`src/common/sync_timing_pkg.sv`:
```
// shared constants for the synchronisation timing monitor
package sync_timing_pkg;
    // clock and time base
    localparam int unsigned CLK_HZ = 50_000_000;
    localparam int unsigned NS_PER_S = 1_000_000_000;
    localparam logic [31:0] CLK_NS = 32'(NS_PER_S / CLK_HZ);
    // register byte offsets
    localparam logic [7:0] IN_PARAM_COUNT_OFS = 8'h00;
    localparam logic [7:0] IN_SYNC_SELECT_OFS = 8'h04;
    localparam logic [7:0] IN_CYCLE_PERIOD_OFS = 8'h08;
    localparam logic [7:0] IN_SHIFT_TIME_OFS = 8'h0c;
    localparam logic [7:0] IN_SUPPORTED_MODES_OFS = 8'h10;
    localparam logic [7:0] IN_MIN_CYCLE_PERIOD_OFS = 8'h14;
    localparam logic [7:0] IN_CALC_COPY_TIME_OFS = 8'h18;
    localparam logic [7:0] IN_MEASURE_COMMAND_OFS = 8'h1c;
    localparam logic [7:0] IN_DELAY_TIME_OFS = 8'h20;
    localparam logic [7:0] OUT_SHIFT_TIME_OFS = 8'h24;
    localparam logic [7:0] OUT_CALC_COPY_TIME_OFS = 8'h28;
    localparam logic [7:0] OUT_MEASURE_COMMAND_OFS = 8'h2c;
    localparam logic [7:0] OUT_DELAY_TIME_OFS = 8'h30;
    localparam logic [7:0] OUT_MISSED_EVENT_COUNT_OFS = 8'h34;
    localparam logic [7:0] OUT_OVERRUN_COUNT_OFS = 8'h38;
    localparam logic [7:0] OUT_SHORT_GAP_COUNT_OFS = 8'h3c;
    localparam logic [7:0] OUT_LATE_FLAG_OFS = 8'h40;
    localparam logic [7:0] IRQ_STATUS_OFS = 8'h44;
    localparam logic [7:0] IRQ_CLEAR_OFS = 8'h48;
    localparam logic [7:0] IRQ_ENABLE_OFS = 8'h4c;
    // reset values
    localparam logic [7:0] IN_PARAM_COUNT_RST = 8'h20;
    localparam logic [15:0] IN_SYNC_SELECT_RST = 16'h0022;
    localparam logic [31:0] IN_CYCLE_PERIOD_RST = 32'h0007a120;
    localparam logic [31:0] IN_MIN_CYCLE_PERIOD_RST = 32'h00004e20;
    localparam logic [15:0] MEASURE_COMMAND_RST = 16'h0000;
    localparam logic [15:0] SUPPORTED_MODES_BASE = 16'hc007;
    // sync mode codes
    localparam logic [15:0] MODE_FREE_RUN = 16'h0000;
    localparam logic [15:0] MODE_SM3_EVENT = 16'h0001;
    localparam logic [15:0] MODE_SYNC0 = 16'h0002;
    localparam logic [15:0] MODE_SYNC1 = 16'h0003;
    localparam logic [15:0] MODE_SM2_EVENT = 16'h0022;
    // measurement command codes
    localparam logic [15:0] CMD_STOP = 16'h0000;
    localparam logic [15:0] CMD_START = 16'h0001;
    // supported-modes shift field
    localparam int unsigned SHIFT_FIELD_LSB = 4;
    localparam logic [1:0] SHIFT_LOCAL = 2'b01;
    localparam logic [1:0] SHIFT_SYNC1 = 2'b10;
    // interrupt status bit positions
    localparam int unsigned IRQ_MISSED_BIT = 0;
    localparam int unsigned IRQ_OVERRUN_BIT = 1;
    localparam int unsigned IRQ_SHORT_BIT = 2;
    localparam int unsigned IRQ_LATE_BIT = 3;
    localparam int unsigned IRQ_WIDTH = 4;
endpackage

```
`src/hdl/max_interval_timer.sv`:
```
// interval timer that keeps the largest interval seen
`timescale 1ns/1ps
module max_interval_timer #(
    parameter logic [31:0] RESET_VAL = 32'h00000000
) (
    // clock and reset
    input wire logic clk,
    input wire logic rstn,
    // control
    input wire logic enable,
    input wire logic clear,
    input wire logic start,
    input wire logic stop,
    // result in ns
    output logic [31:0] max_q
);
    logic running_q;
    logic [31:0] count_q;
    logic [31:0] elapsed;
    logic count_full;

    assign count_full = (count_q > (32'hffffffff - sync_timing_pkg::CLK_NS));
    assign elapsed = count_full ? 32'hffffffff
                                : count_q + sync_timing_pkg::CLK_NS;

    always_ff @(posedge clk or negedge rstn)
    begin
        if (!rstn)
        begin
            running_q <= 1'b0;
            count_q <= 32'h00000000;
        end
        else if (clear || !enable)
        begin
            running_q <= 1'b0;
            count_q <= 32'h00000000;
        end
        else if (start)
        begin
            running_q <= 1'b1;
            count_q <= 32'h00000000;
        end
        else if (stop)
        begin
            running_q <= 1'b0;
        end
        else if (running_q)
        begin
            count_q <= elapsed;
        end
    end

    // largest interval so far, zeroed by clear, not by start
    always_ff @(posedge clk or negedge rstn)
    begin
        if (!rstn)
            max_q <= RESET_VAL;
        else if (clear)
            max_q <= 32'h00000000;
        else if (enable && running_q && stop && elapsed > max_q)
            max_q <= elapsed;
    end
endmodule

```
`src/hdl/sync_timing_monitor.sv`:
```
// synchronisation parameter and timing monitor with apb registers
//
// Overview of operation
// - command 0 stops, command 1 starts local cycle timing measurement.
// - while measuring, min cycle period and, in dc mode, the other timing entries keep the largest values measured.
// - starting a new measurement clears previously captured maxima.
// - operational and dc mode: missing sync-manager event bumps 16-bit count.
// - operational: late finish or early next cycle bumps 16-bit overrun count.
// - dc mode: too short sync0 to sync1 spacing bumps 16-bit count.
// - dc mode: flag set when last cycle drove outputs late, else cleared.
// - input sync mode codes 0,1,2,3,34; reset value 34.
// - supported modes word: bit0 free run, bit1 event, bits2-3 dc 01.
// - dc mode: bits 4-5 read 01 with outputs, 10 with sync1 shift, no outputs; 00 outside dc mode.
// - bit 14 set: timing entries are dynamic, filled by measurement.
// - input shift time: sync0 to input sampling, ns, 32-bit read-only.
// - input calc and copy time: sampling to availability for master, ns.
// - output calc and copy time: minimum sync0 to sync1 spacing, ns.
// - output delay time: sync1 to outputs driven, ns.
//
// The placing of the registers and the APB interface to the registers are this design's own decisions.
`timescale 1ns/1ps
module sync_timing_monitor (
    // clock and reset
    input wire logic clk,
    input wire logic rstn,
    // apb slave
    input wire logic psel,
    input wire logic penable,
    input wire logic pwrite,
    input wire logic [7:0] paddr,
    input wire logic [31:0] pwdata,
    input wire logic [3:0] pstrb,
    output logic [31:0] prdata,
    output logic pready,
    output logic pslverr,
    // distributed clock pins
    input wire logic sync0_pin,
    input wire logic sync1_pin,
    // device state and events, same clock
    input wire logic operational,
    input wire logic outputs_present,
    input wire logic sm_event,
    input wire logic cycle_start,
    input wire logic cycle_done,
    input wire logic out_proc_done,
    input wire logic out_drive,
    input wire logic in_sample,
    input wire logic in_avail,
    input wire logic in_read,
    // interrupt
    output logic irq
);
    // pin synchronisers and edge detect
    logic sync0_meta_q, sync0_q, sync0_dly_q;
    logic sync1_meta_q, sync1_q, sync1_dly_q;
    logic sync0_rise, sync1_rise;

    always_ff @(posedge clk or negedge rstn)
    begin
        if (!rstn)
        begin
            sync0_meta_q <= 1'b0;
            sync0_q <= 1'b0;
            sync0_dly_q <= 1'b0;
            sync1_meta_q <= 1'b0;
            sync1_q <= 1'b0;
            sync1_dly_q <= 1'b0;
        end
        else
        begin
            sync0_meta_q <= sync0_pin;
            sync0_q <= sync0_meta_q;
            sync0_dly_q <= sync0_q;
            sync1_meta_q <= sync1_pin;
            sync1_q <= sync1_meta_q;
            sync1_dly_q <= sync1_q;
        end
    end

    assign sync0_rise = sync0_q && !sync0_dly_q;
    assign sync1_rise = sync1_q && !sync1_dly_q;

    // apb decode
    logic setup_phase, wr_access;
    logic [7:0] addr_word;
    logic [31:0] wmask;
    logic wr_sync_select, wr_cycle_period, wr_in_cmd, wr_out_cmd;
    logic wr_irq_clear, wr_irq_enable;

    assign setup_phase = psel && !penable;
    assign wr_access = psel && penable && pwrite;
    assign addr_word = {paddr[7:2], 2'b00};
    assign wmask = {{8{pstrb[3]}}, {8{pstrb[2]}}, {8{pstrb[1]}},
                    {8{pstrb[0]}}};
    assign wr_sync_select = wr_access
        && addr_word == sync_timing_pkg::IN_SYNC_SELECT_OFS;
    assign wr_cycle_period = wr_access
        && addr_word == sync_timing_pkg::IN_CYCLE_PERIOD_OFS;
    assign wr_in_cmd = wr_access
        && addr_word == sync_timing_pkg::IN_MEASURE_COMMAND_OFS;
    assign wr_out_cmd = wr_access
        && addr_word == sync_timing_pkg::OUT_MEASURE_COMMAND_OFS;
    assign wr_irq_clear = wr_access
        && addr_word == sync_timing_pkg::IRQ_CLEAR_OFS;
    assign wr_irq_enable = wr_access
        && addr_word == sync_timing_pkg::IRQ_ENABLE_OFS;

    // software registers
    logic [15:0] in_sync_select_q;
    logic [31:0] in_cycle_period_q;
    logic [15:0] in_measure_command_q, out_measure_command_q;
    logic [3:0] irq_enable_q;
    logic [15:0] sel_new, in_cmd_new, out_cmd_new;
    logic sel_legal;

    assign sel_new = (in_sync_select_q & ~wmask[15:0])
                   | (pwdata[15:0] & wmask[15:0]);
    assign in_cmd_new = (in_measure_command_q & ~wmask[15:0])
                      | (pwdata[15:0] & wmask[15:0]);
    assign out_cmd_new = (out_measure_command_q & ~wmask[15:0])
                       | (pwdata[15:0] & wmask[15:0]);
    // only documented mode codes are accepted
    assign sel_legal = sel_new == sync_timing_pkg::MODE_FREE_RUN
        || sel_new == sync_timing_pkg::MODE_SM3_EVENT
        || sel_new == sync_timing_pkg::MODE_SYNC0
        || sel_new == sync_timing_pkg::MODE_SYNC1
        || sel_new == sync_timing_pkg::MODE_SM2_EVENT;

    always_ff @(posedge clk or negedge rstn)
    begin
        if (!rstn)
        begin
            in_sync_select_q <= sync_timing_pkg::IN_SYNC_SELECT_RST;
            in_cycle_period_q <= sync_timing_pkg::IN_CYCLE_PERIOD_RST;
            in_measure_command_q <= sync_timing_pkg::MEASURE_COMMAND_RST;
            out_measure_command_q <= sync_timing_pkg::MEASURE_COMMAND_RST;
            irq_enable_q <= 4'h0;
        end
        else
        begin
            if (wr_sync_select && sel_legal)
                in_sync_select_q <= sel_new;
            if (wr_cycle_period)
                in_cycle_period_q <= (in_cycle_period_q & ~wmask)
                                   | (pwdata & wmask);
            if (wr_in_cmd)
                in_measure_command_q <= in_cmd_new;
            if (wr_out_cmd)
                out_measure_command_q <= out_cmd_new;
            if (wr_irq_enable && pstrb[0])
                irq_enable_q <= pwdata[3:0];
        end
    end

    // measurement control
    logic measuring, measuring_q, meas_clear, dc_mode;

    assign measuring =
        in_measure_command_q == sync_timing_pkg::CMD_START
        || out_measure_command_q == sync_timing_pkg::CMD_START;
    assign meas_clear = measuring && !measuring_q;
    assign dc_mode = in_sync_select_q == sync_timing_pkg::MODE_SYNC0
        || in_sync_select_q == sync_timing_pkg::MODE_SYNC1;

    always_ff @(posedge clk or negedge rstn)
    begin
        if (!rstn)
            measuring_q <= 1'b0;
        else
            measuring_q <= measuring;
    end

    // timing measurements, largest value kept
    logic [31:0] in_shift_time, in_calc_copy_time, in_delay_time;
    logic [31:0] in_min_cycle_period;
    logic [31:0] out_shift_time, out_calc_copy_time, out_delay_time;
    logic dc_meas;

    assign dc_meas = measuring && dc_mode;

    max_interval_timer u_in_shift (
        .clk(clk), .rstn(rstn), .enable(dc_meas), .clear(meas_clear),
        .start(sync0_rise), .stop(in_sample), .max_q(in_shift_time)
    );
    max_interval_timer u_in_calc (
        .clk(clk), .rstn(rstn), .enable(dc_meas), .clear(meas_clear),
        .start(in_sample), .stop(in_avail), .max_q(in_calc_copy_time)
    );
    max_interval_timer u_in_delay (
        .clk(clk), .rstn(rstn), .enable(dc_meas), .clear(meas_clear),
        .start(sync1_rise), .stop(in_read), .max_q(in_delay_time)
    );
    max_interval_timer #(
        .RESET_VAL(sync_timing_pkg::IN_MIN_CYCLE_PERIOD_RST)
    ) u_min_cycle (
        .clk(clk), .rstn(rstn), .enable(measuring), .clear(meas_clear),
        .start(cycle_start), .stop(cycle_done),
        .max_q(in_min_cycle_period)
    );
    max_interval_timer u_out_shift (
        .clk(clk), .rstn(rstn), .enable(dc_meas), .clear(meas_clear),
        .start(sync0_rise), .stop(out_drive), .max_q(out_shift_time)
    );
    max_interval_timer u_out_calc (
        .clk(clk), .rstn(rstn), .enable(dc_meas), .clear(meas_clear),
        .start(sync0_rise), .stop(out_proc_done),
        .max_q(out_calc_copy_time)
    );
    max_interval_timer u_out_delay (
        .clk(clk), .rstn(rstn), .enable(dc_meas), .clear(meas_clear),
        .start(sync1_rise), .stop(out_drive), .max_q(out_delay_time)
    );

    // cycle tracking for the error counters
    logic seen_sm_q, busy_q, proc_done_q, driven_q, late_q;
    logic missed_evt, overrun_evt, short_evt, late_evt;

    assign missed_evt = operational && dc_mode && sync0_rise
                      && !seen_sm_q && !sm_event;
    assign overrun_evt = operational && cycle_start && busy_q
                       && !cycle_done;
    assign short_evt = dc_mode && sync1_rise && !proc_done_q
                     && !out_proc_done;
    assign late_evt = dc_mode && sync0_rise && !driven_q && !out_drive;

    always_ff @(posedge clk or negedge rstn)
    begin
        if (!rstn)
        begin
            seen_sm_q <= 1'b1;
            busy_q <= 1'b0;
            proc_done_q <= 1'b1;
            driven_q <= 1'b1;
            late_q <= 1'b0;
        end
        else
        begin
            seen_sm_q <= sync0_rise ? 1'b0 : (seen_sm_q || sm_event);
            busy_q <= cycle_start ? 1'b1 : (busy_q && !cycle_done);
            proc_done_q <= sync0_rise ? 1'b0 : (proc_done_q || out_proc_done);
            driven_q <= sync0_rise ? 1'b0 : (driven_q || out_drive);
            if (!dc_mode)
                late_q <= 1'b0;
            else if (sync0_rise)
                late_q <= late_evt;
        end
    end

    // saturating event counters
    logic [15:0] missed_count_q, overrun_count_q, short_count_q;

    function automatic logic [15:0] sat_inc(input logic [15:0] v);
        sat_inc = (v == 16'hffff) ? v : v + 16'h0001;
    endfunction

    always_ff @(posedge clk or negedge rstn)
    begin
        if (!rstn)
        begin
            missed_count_q <= 16'h0000;
            overrun_count_q <= 16'h0000;
            short_count_q <= 16'h0000;
        end
        else
        begin
            if (missed_evt)
                missed_count_q <= sat_inc(missed_count_q);
            if (overrun_evt)
                overrun_count_q <= sat_inc(overrun_count_q);
            if (short_evt)
                short_count_q <= sat_inc(short_count_q);
        end
    end

    // interrupt status, set wins over clear
    logic [3:0] irq_status_q, irq_set, irq_clr;

    assign irq_set = {late_evt, short_evt, overrun_evt, missed_evt};
    assign irq_clr = (wr_irq_clear && pstrb[0]) ? pwdata[3:0] : 4'h0;

    always_ff @(posedge clk or negedge rstn)
    begin
        if (!rstn)
            irq_status_q <= 4'h0;
        else
            irq_status_q <= (irq_status_q & ~irq_clr) | irq_set;
    end

    assign irq = |(irq_status_q & irq_enable_q);

    // supported modes word
    logic [15:0] supported_modes;
    logic [1:0] shift_field;

    assign shift_field = !dc_mode ? 2'b00
        : (outputs_present ? sync_timing_pkg::SHIFT_LOCAL
                           : sync_timing_pkg::SHIFT_SYNC1);
    // base carries free run, event, dc 01 and dynamic times bits
    assign supported_modes = sync_timing_pkg::SUPPORTED_MODES_BASE
        | {10'h000, shift_field, 4'h0};

    // read mux
    logic [31:0] rdata;
    logic addr_hit;

    always_comb
    begin
        rdata = 32'h00000000;
        addr_hit = 1'b1;
        unique case (addr_word)
            sync_timing_pkg::IN_PARAM_COUNT_OFS:
                rdata = {24'h000000, sync_timing_pkg::IN_PARAM_COUNT_RST};
            sync_timing_pkg::IN_SYNC_SELECT_OFS:
                rdata = {16'h0000, in_sync_select_q};
            sync_timing_pkg::IN_CYCLE_PERIOD_OFS:
                rdata = in_cycle_period_q;
            sync_timing_pkg::IN_SHIFT_TIME_OFS:
                rdata = in_shift_time;
            sync_timing_pkg::IN_SUPPORTED_MODES_OFS:
                rdata = {16'h0000, supported_modes};
            sync_timing_pkg::IN_MIN_CYCLE_PERIOD_OFS:
                rdata = in_min_cycle_period;
            sync_timing_pkg::IN_CALC_COPY_TIME_OFS:
                rdata = in_calc_copy_time;
            sync_timing_pkg::IN_MEASURE_COMMAND_OFS:
                rdata = {16'h0000, in_measure_command_q};
            sync_timing_pkg::IN_DELAY_TIME_OFS:
                rdata = in_delay_time;
            sync_timing_pkg::OUT_SHIFT_TIME_OFS:
                rdata = out_shift_time;
            sync_timing_pkg::OUT_CALC_COPY_TIME_OFS:
                rdata = out_calc_copy_time;
            sync_timing_pkg::OUT_MEASURE_COMMAND_OFS:
                rdata = {16'h0000, out_measure_command_q};
            sync_timing_pkg::OUT_DELAY_TIME_OFS:
                rdata = out_delay_time;
            sync_timing_pkg::OUT_MISSED_EVENT_COUNT_OFS:
                rdata = {16'h0000, missed_count_q};
            sync_timing_pkg::OUT_OVERRUN_COUNT_OFS:
                rdata = {16'h0000, overrun_count_q};
            sync_timing_pkg::OUT_SHORT_GAP_COUNT_OFS:
                rdata = {16'h0000, short_count_q};
            sync_timing_pkg::OUT_LATE_FLAG_OFS:
                rdata = {31'h00000000, late_q};
            sync_timing_pkg::IRQ_STATUS_OFS:
                rdata = {28'h0000000, irq_status_q};
            sync_timing_pkg::IRQ_CLEAR_OFS:
                rdata = 32'h00000000;
            sync_timing_pkg::IRQ_ENABLE_OFS:
                rdata = {28'h0000000, irq_enable_q};
            default:
                addr_hit = 1'b0;
        endcase
    end

    // read data and error registered in the setup cycle
    always_ff @(posedge clk or negedge rstn)
    begin
        if (!rstn)
        begin
            prdata <= 32'h00000000;
            pslverr <= 1'b0;
        end
        else if (setup_phase)
        begin
            prdata <= pwrite ? 32'h00000000 : rdata;
            pslverr <= !addr_hit;
        end
    end

    assign pready = 1'b1;
endmodule

```
`config.mk`:
```
export PLATFORM = sky130hd
export DESIGN_NAME = sync_timing_monitor
export DESIGN_NICKNAME = d
export VERILOG_FILES = /design/src/common/sync_timing_pkg.sv /design/src/hdl/max_interval_timer.sv /design/src/hdl/sync_timing_monitor.sv
export SDC_FILE = /design/constraint.sdc
export NUM_CORES = 2
export LEC_CHECK = 0
export BUFFER_PORTS_ARGS = -buffer_cell sky130_fd_sc_hd__clkbuf_2
export CORE_MARGIN = 2
export CORE_UTILIZATION = 35
export CTS_BUF_LIST = sky130_fd_sc_hd__clkbuf_4 sky130_fd_sc_hd__clkbuf_8
export DETAILED_ROUTE_END_ITERATION = 10
export GPL_ROUTABILITY_DRIVEN = 0
export SETUP_SLACK_MARGIN = 0.05
export SYNTH_ARGS = -nofsm -noshare
export SYNTH_HDL_FRONTEND = slang
export SYNTH_SLANG_ARGS = --single-unit
export TNS_END_PERCENT = 30
```
`constraint.sdc`:
```
create_clock -name clk -period 4.92 [get_ports clk]
set_input_delay 0.492 -clock clk [delete_from_list [all_inputs] [get_ports clk]]
set_output_delay 0.492 -clock clk [all_outputs]
set_load 0.01 [all_outputs]
```
==> impl_metrics.toml <==
[timing]
finalCritPeriodShare_pct = 93.4
max_freq_mhz = 218
worstMarginPinSlew_ps = 1300
skew_ps = 59.4
grt_setup_unrepaired = "true"
final_hold_viol_count = 0
slew_violations = 0
setup_viol = 0
relSlewSlack_pct = 11.9
setup_tns_ps = 0
post-route-min-period_ps = 4600

[yosys]
synth_cell_types = 82
yosysTopAreaCellShare_pct = 39.9
postSynthAreaPerCell_sq_um = 8.90
synthesis.area_sq_um = 38800
synth.ff_latch_count = 636
async_flop_share_pct = 100
synth_edf_count = 0
syn_nets = 4660
synth_warnings = 0
ys_seq_area_share_pct = 41.1
syn_inst = 4358
synth_area_leaders = "dfrtp_1, ha_1, nand2_1"
dominantRegCellSynth = "dfrtp_1"
synth_area_leader_cell = "dfrtp_1"

[flow_run]
max-cap-violations = 0

[worst_hold_path]
hold_path.class = "in2reg"
min_from = "pwdata[12]"
hold_depth = 2

[die]
fp.dieArea_sq_um = 114000
core_area_sq_um = 110000
dieWidth_um = 337
die-height_um = 337
pin_count = 96
initial_core_util_pct = 35.2
rows = 122

[critical_path]
rr_worst_depth = 16
crit_arrival_ps = 5260
reg2reg_slack_ps = 320
r2r-end = "u_out_delay.max_q[23]$_DFFE_PN0P_"
worst_setup_path_start_kind = "register"
crit_type = "reg2reg"
reg2reg_from = "u_out_delay.count_q[2]$_DFFE_PN0P_"
critPathMaxFanout = 18
end_kind = "register"
worstPathRequired_ps = 5580

[detailed_routing]
detail-route-antenna-nets = 0
remaining_drc_errors = 0
num_vias = 33400
drt_wl_total_mm = 126
drtIter0Drc = 3565
wl_per_cell_um = 20.8
firstDrtPassIters = 10
avgViaCountPerCell = 5.53

[grt]
grt_overflow = 0
grt_max_degree = 121
grt_pass1_vias = 31600
grt_antenna_before_repair = 18
grt_pass1_wl_mm = 193
gr-usage-all-layers_pct = 22.0

[pwr]
pwr_density_cell_nw_per_um2 = 322
peakVddDrop_mv = 0.220
finalPower_w = 0.0141
p_leak_nw = 20.3

[place]
dpl_cell_area_sq_um = 41300
place.port_buffers = 92
dp_hpwl_mm = 92.6

[status]
status = "completed"

[clock_network]
htree_levels = 3
clockRootBuffer = "clkbuf_8"
cts_made_buffers = 110
insertion_delay_ps = 790
clk_path_buf_depth = 3
path_clk_slew_ps = 60
tritoncts = "done"
cts.sinks = 636

[finish]
area_growth_pct = 13.3
final_core_util_pct = 39.8
finalNetCount = 4761
final_cell_area_sq_um = 43900
fillCellCount = 11000
drive_above_1_share_pct = 13.0
==> critical path, cell delays in order, from the launching register on <==
cell	delay, ps
dfrtp_1	440
ha_1	270
o2111ai_2	270
nor4_1	80
buf_4	170
and4_1	230
nand2b_2	210
buf_4	260
nand2_1	100
ha_1	310
nand4_1	160
or3_1	450
or4b_2	700
nand4_1	250
nor2_4	70
buf_4	210
a311oi_1	310
==> Yosys cell counts, types with 14 or more instances <==
| library cell | n |
|---|---|
| o22ai_1 | 19 |
| a221oi_1 | 25 |
| a222oi_1 | 28 |
| nor4_1 | 35 |
| a311oi_1 | 29 |
| nand4_1 | 160 |
| ha_1 | 241 |
| a21oi_1 | 190 |
| xor2_1 | 124 |
| buf_2 | 15 |
| a22o_1 | 105 |
| mux2_2 | 87 |
| and3_1 | 51 |
| nand2_1 | 633 |
| o21ai_0 | 87 |
| and4_1 | 37 |
| mux2i_1 | 160 |
| a211oi_1 | 41 |
| buf_1 | 21 |
| clkbuf_1 | 194 |
| a21o_1 | 30 |
| buf_4 | 16 |
| inv_1 | 264 |
| nand3_1 | 138 |
| a22oi_1 | 52 |
| nor2_1 | 440 |
| nand2b_1 | 27 |
| nor2b_1 | 47 |
| o31ai_1 | 25 |
| dfstp_2 | 17 |
| dfrtp_1 | 619 |
| nor3_1 | 151 |
| xnor2_1 | 85 |
| and2_1 | 14 |
| a31oi_1 | 21 |
==> area by class of cell <==
| cell class | count | area (sq um) | share of cell area [%] |
|---|---|---|---|
| inverters | 264 | 991 | 2.26 |
| clock buffers | 177 | 2220 | 5.05 |
| well taps | 1488 | 1860 | 4.24 |
| multi-input cells | 3211 | 21000 | 47.8 |
| diodes | 3 | 7.51 | 0.0171 |
| repair buffers | 236 | 1730 | 3.94 |
| flip-flops and latches | 636 | 15900 | 36.3 |
| clock inverters | 32 | 189 | 0.430 |
==> per-stage QoR <==
step                cells  hold slack, ps  setup WS [ps]
floorplan            4358             196            530
global placement     5812             335            292
detailed placement   5812             341            279
CTS                  6042            29.4            254
global route         6045            47.1           18.9
finish               6047             110            323
==> repair_timing <==
item,CTS,global route
endpoints found under the hold margin,76,0
setup endpoints to repair,0,65
resized for setup,0,4
hold buffers,21,0
buffers inserted,0,2
==> how the worst max path moves through the flow <==
stage / cells after the start / to / start / slack [ps]
floorplan: 16 / u_out_delay.max_q[21]$_DFFE_PN0P_ / u_out_delay.count_q[2]$_DFFE_PN0P_ / 530
global placement: 18 / u_out_delay.max_q[12]$_DFFE_PN0P_ / u_out_delay.count_q[2]$_DFFE_PN0P_ / 290
detailed placement: 16 / u_out_delay.max_q[23]$_DFFE_PN0P_ / u_out_delay.count_q[2]$_DFFE_PN0P_ / 280
CTS: 16 / u_out_delay.max_q[23]$_DFFE_PN0P_ / u_out_delay.count_q[2]$_DFFE_PN0P_ / 250
global route: 15 / u_min_cycle.max_q[23]$_DFFE_PN0P_ / u_min_cycle.count_q[3]$_DFFE_PN0P_ / 20
finish: 16 / u_out_delay.max_q[23]$_DFFE_PN0P_ / u_out_delay.count_q[2]$_DFFE_PN0P_ / 320
==> power by group <==
part	total, W	switching (W)	internal [W]
clock	0.00526	0.00240	0.00286
combinational	0.00225	0.00139	0.000857
sequential	0.00662	0.000785	0.00583
==> cells by family (layout without fill, tap and decap cells) <==
| group | count (synthesis) | in the layout | share of synthesized area (%) |
|---|---|---|---|
| flops | 636 | 636 | 41.1 |
| other cells | 1 | 4 | 0.00967 |
| xor+xnor | 209 | 209 | 4.72 |
| buf+inv | 511 | 709 | 5.16 |
| fa+ha+maj | 241 | 241 | 7.77 |
| mux | 247 | 247 | 6.65 |
| simple gates | 1799 | 1799 | 21.7 |
| compound gates | 714 | 714 | 12.9 |
==> cell usage in the layout (no fill, tap or decap), types with 26 or more instances in the layout <==
cell,n
a222oi_1,28
o21ai_0,87
a22oi_1,52
a21o_1,30
nand3_1,138
nand2b_1,26
nand2_1,630
a211oi_1,41
xnor2_1,85
a21oi_1,189
mux2_2,87
ha_1,241
nor3_1,150
a311oi_1,29
and4_1,37
dfrtp_1,619
a22o_1,105
buf_4,112
xor2_1,124
nand4_1,160
nor2b_1,41
clkbuf_2,91
mux2i_1,160
clkbuf_4,35
clkbuf_8,142
and3_1,51
nor2_1,434
nor4_1,32
inv_1,264
==> routing by layer <==
| layer | vias up | global-route usage [%] | wire (um) |
|---|---|---|---|
| li1 | 15700 | - | - |
| met1 | 16300 | 30.6 | 56000 |
| met5 | - | 0 | 167 |
| met3 | 265 | 5.26 | 10400 |
| met2 | 1161 | 33.6 | 54900 |
| met4 | 24 | 7.02 | 4430 |
Power figures use the tool's default switching activity.
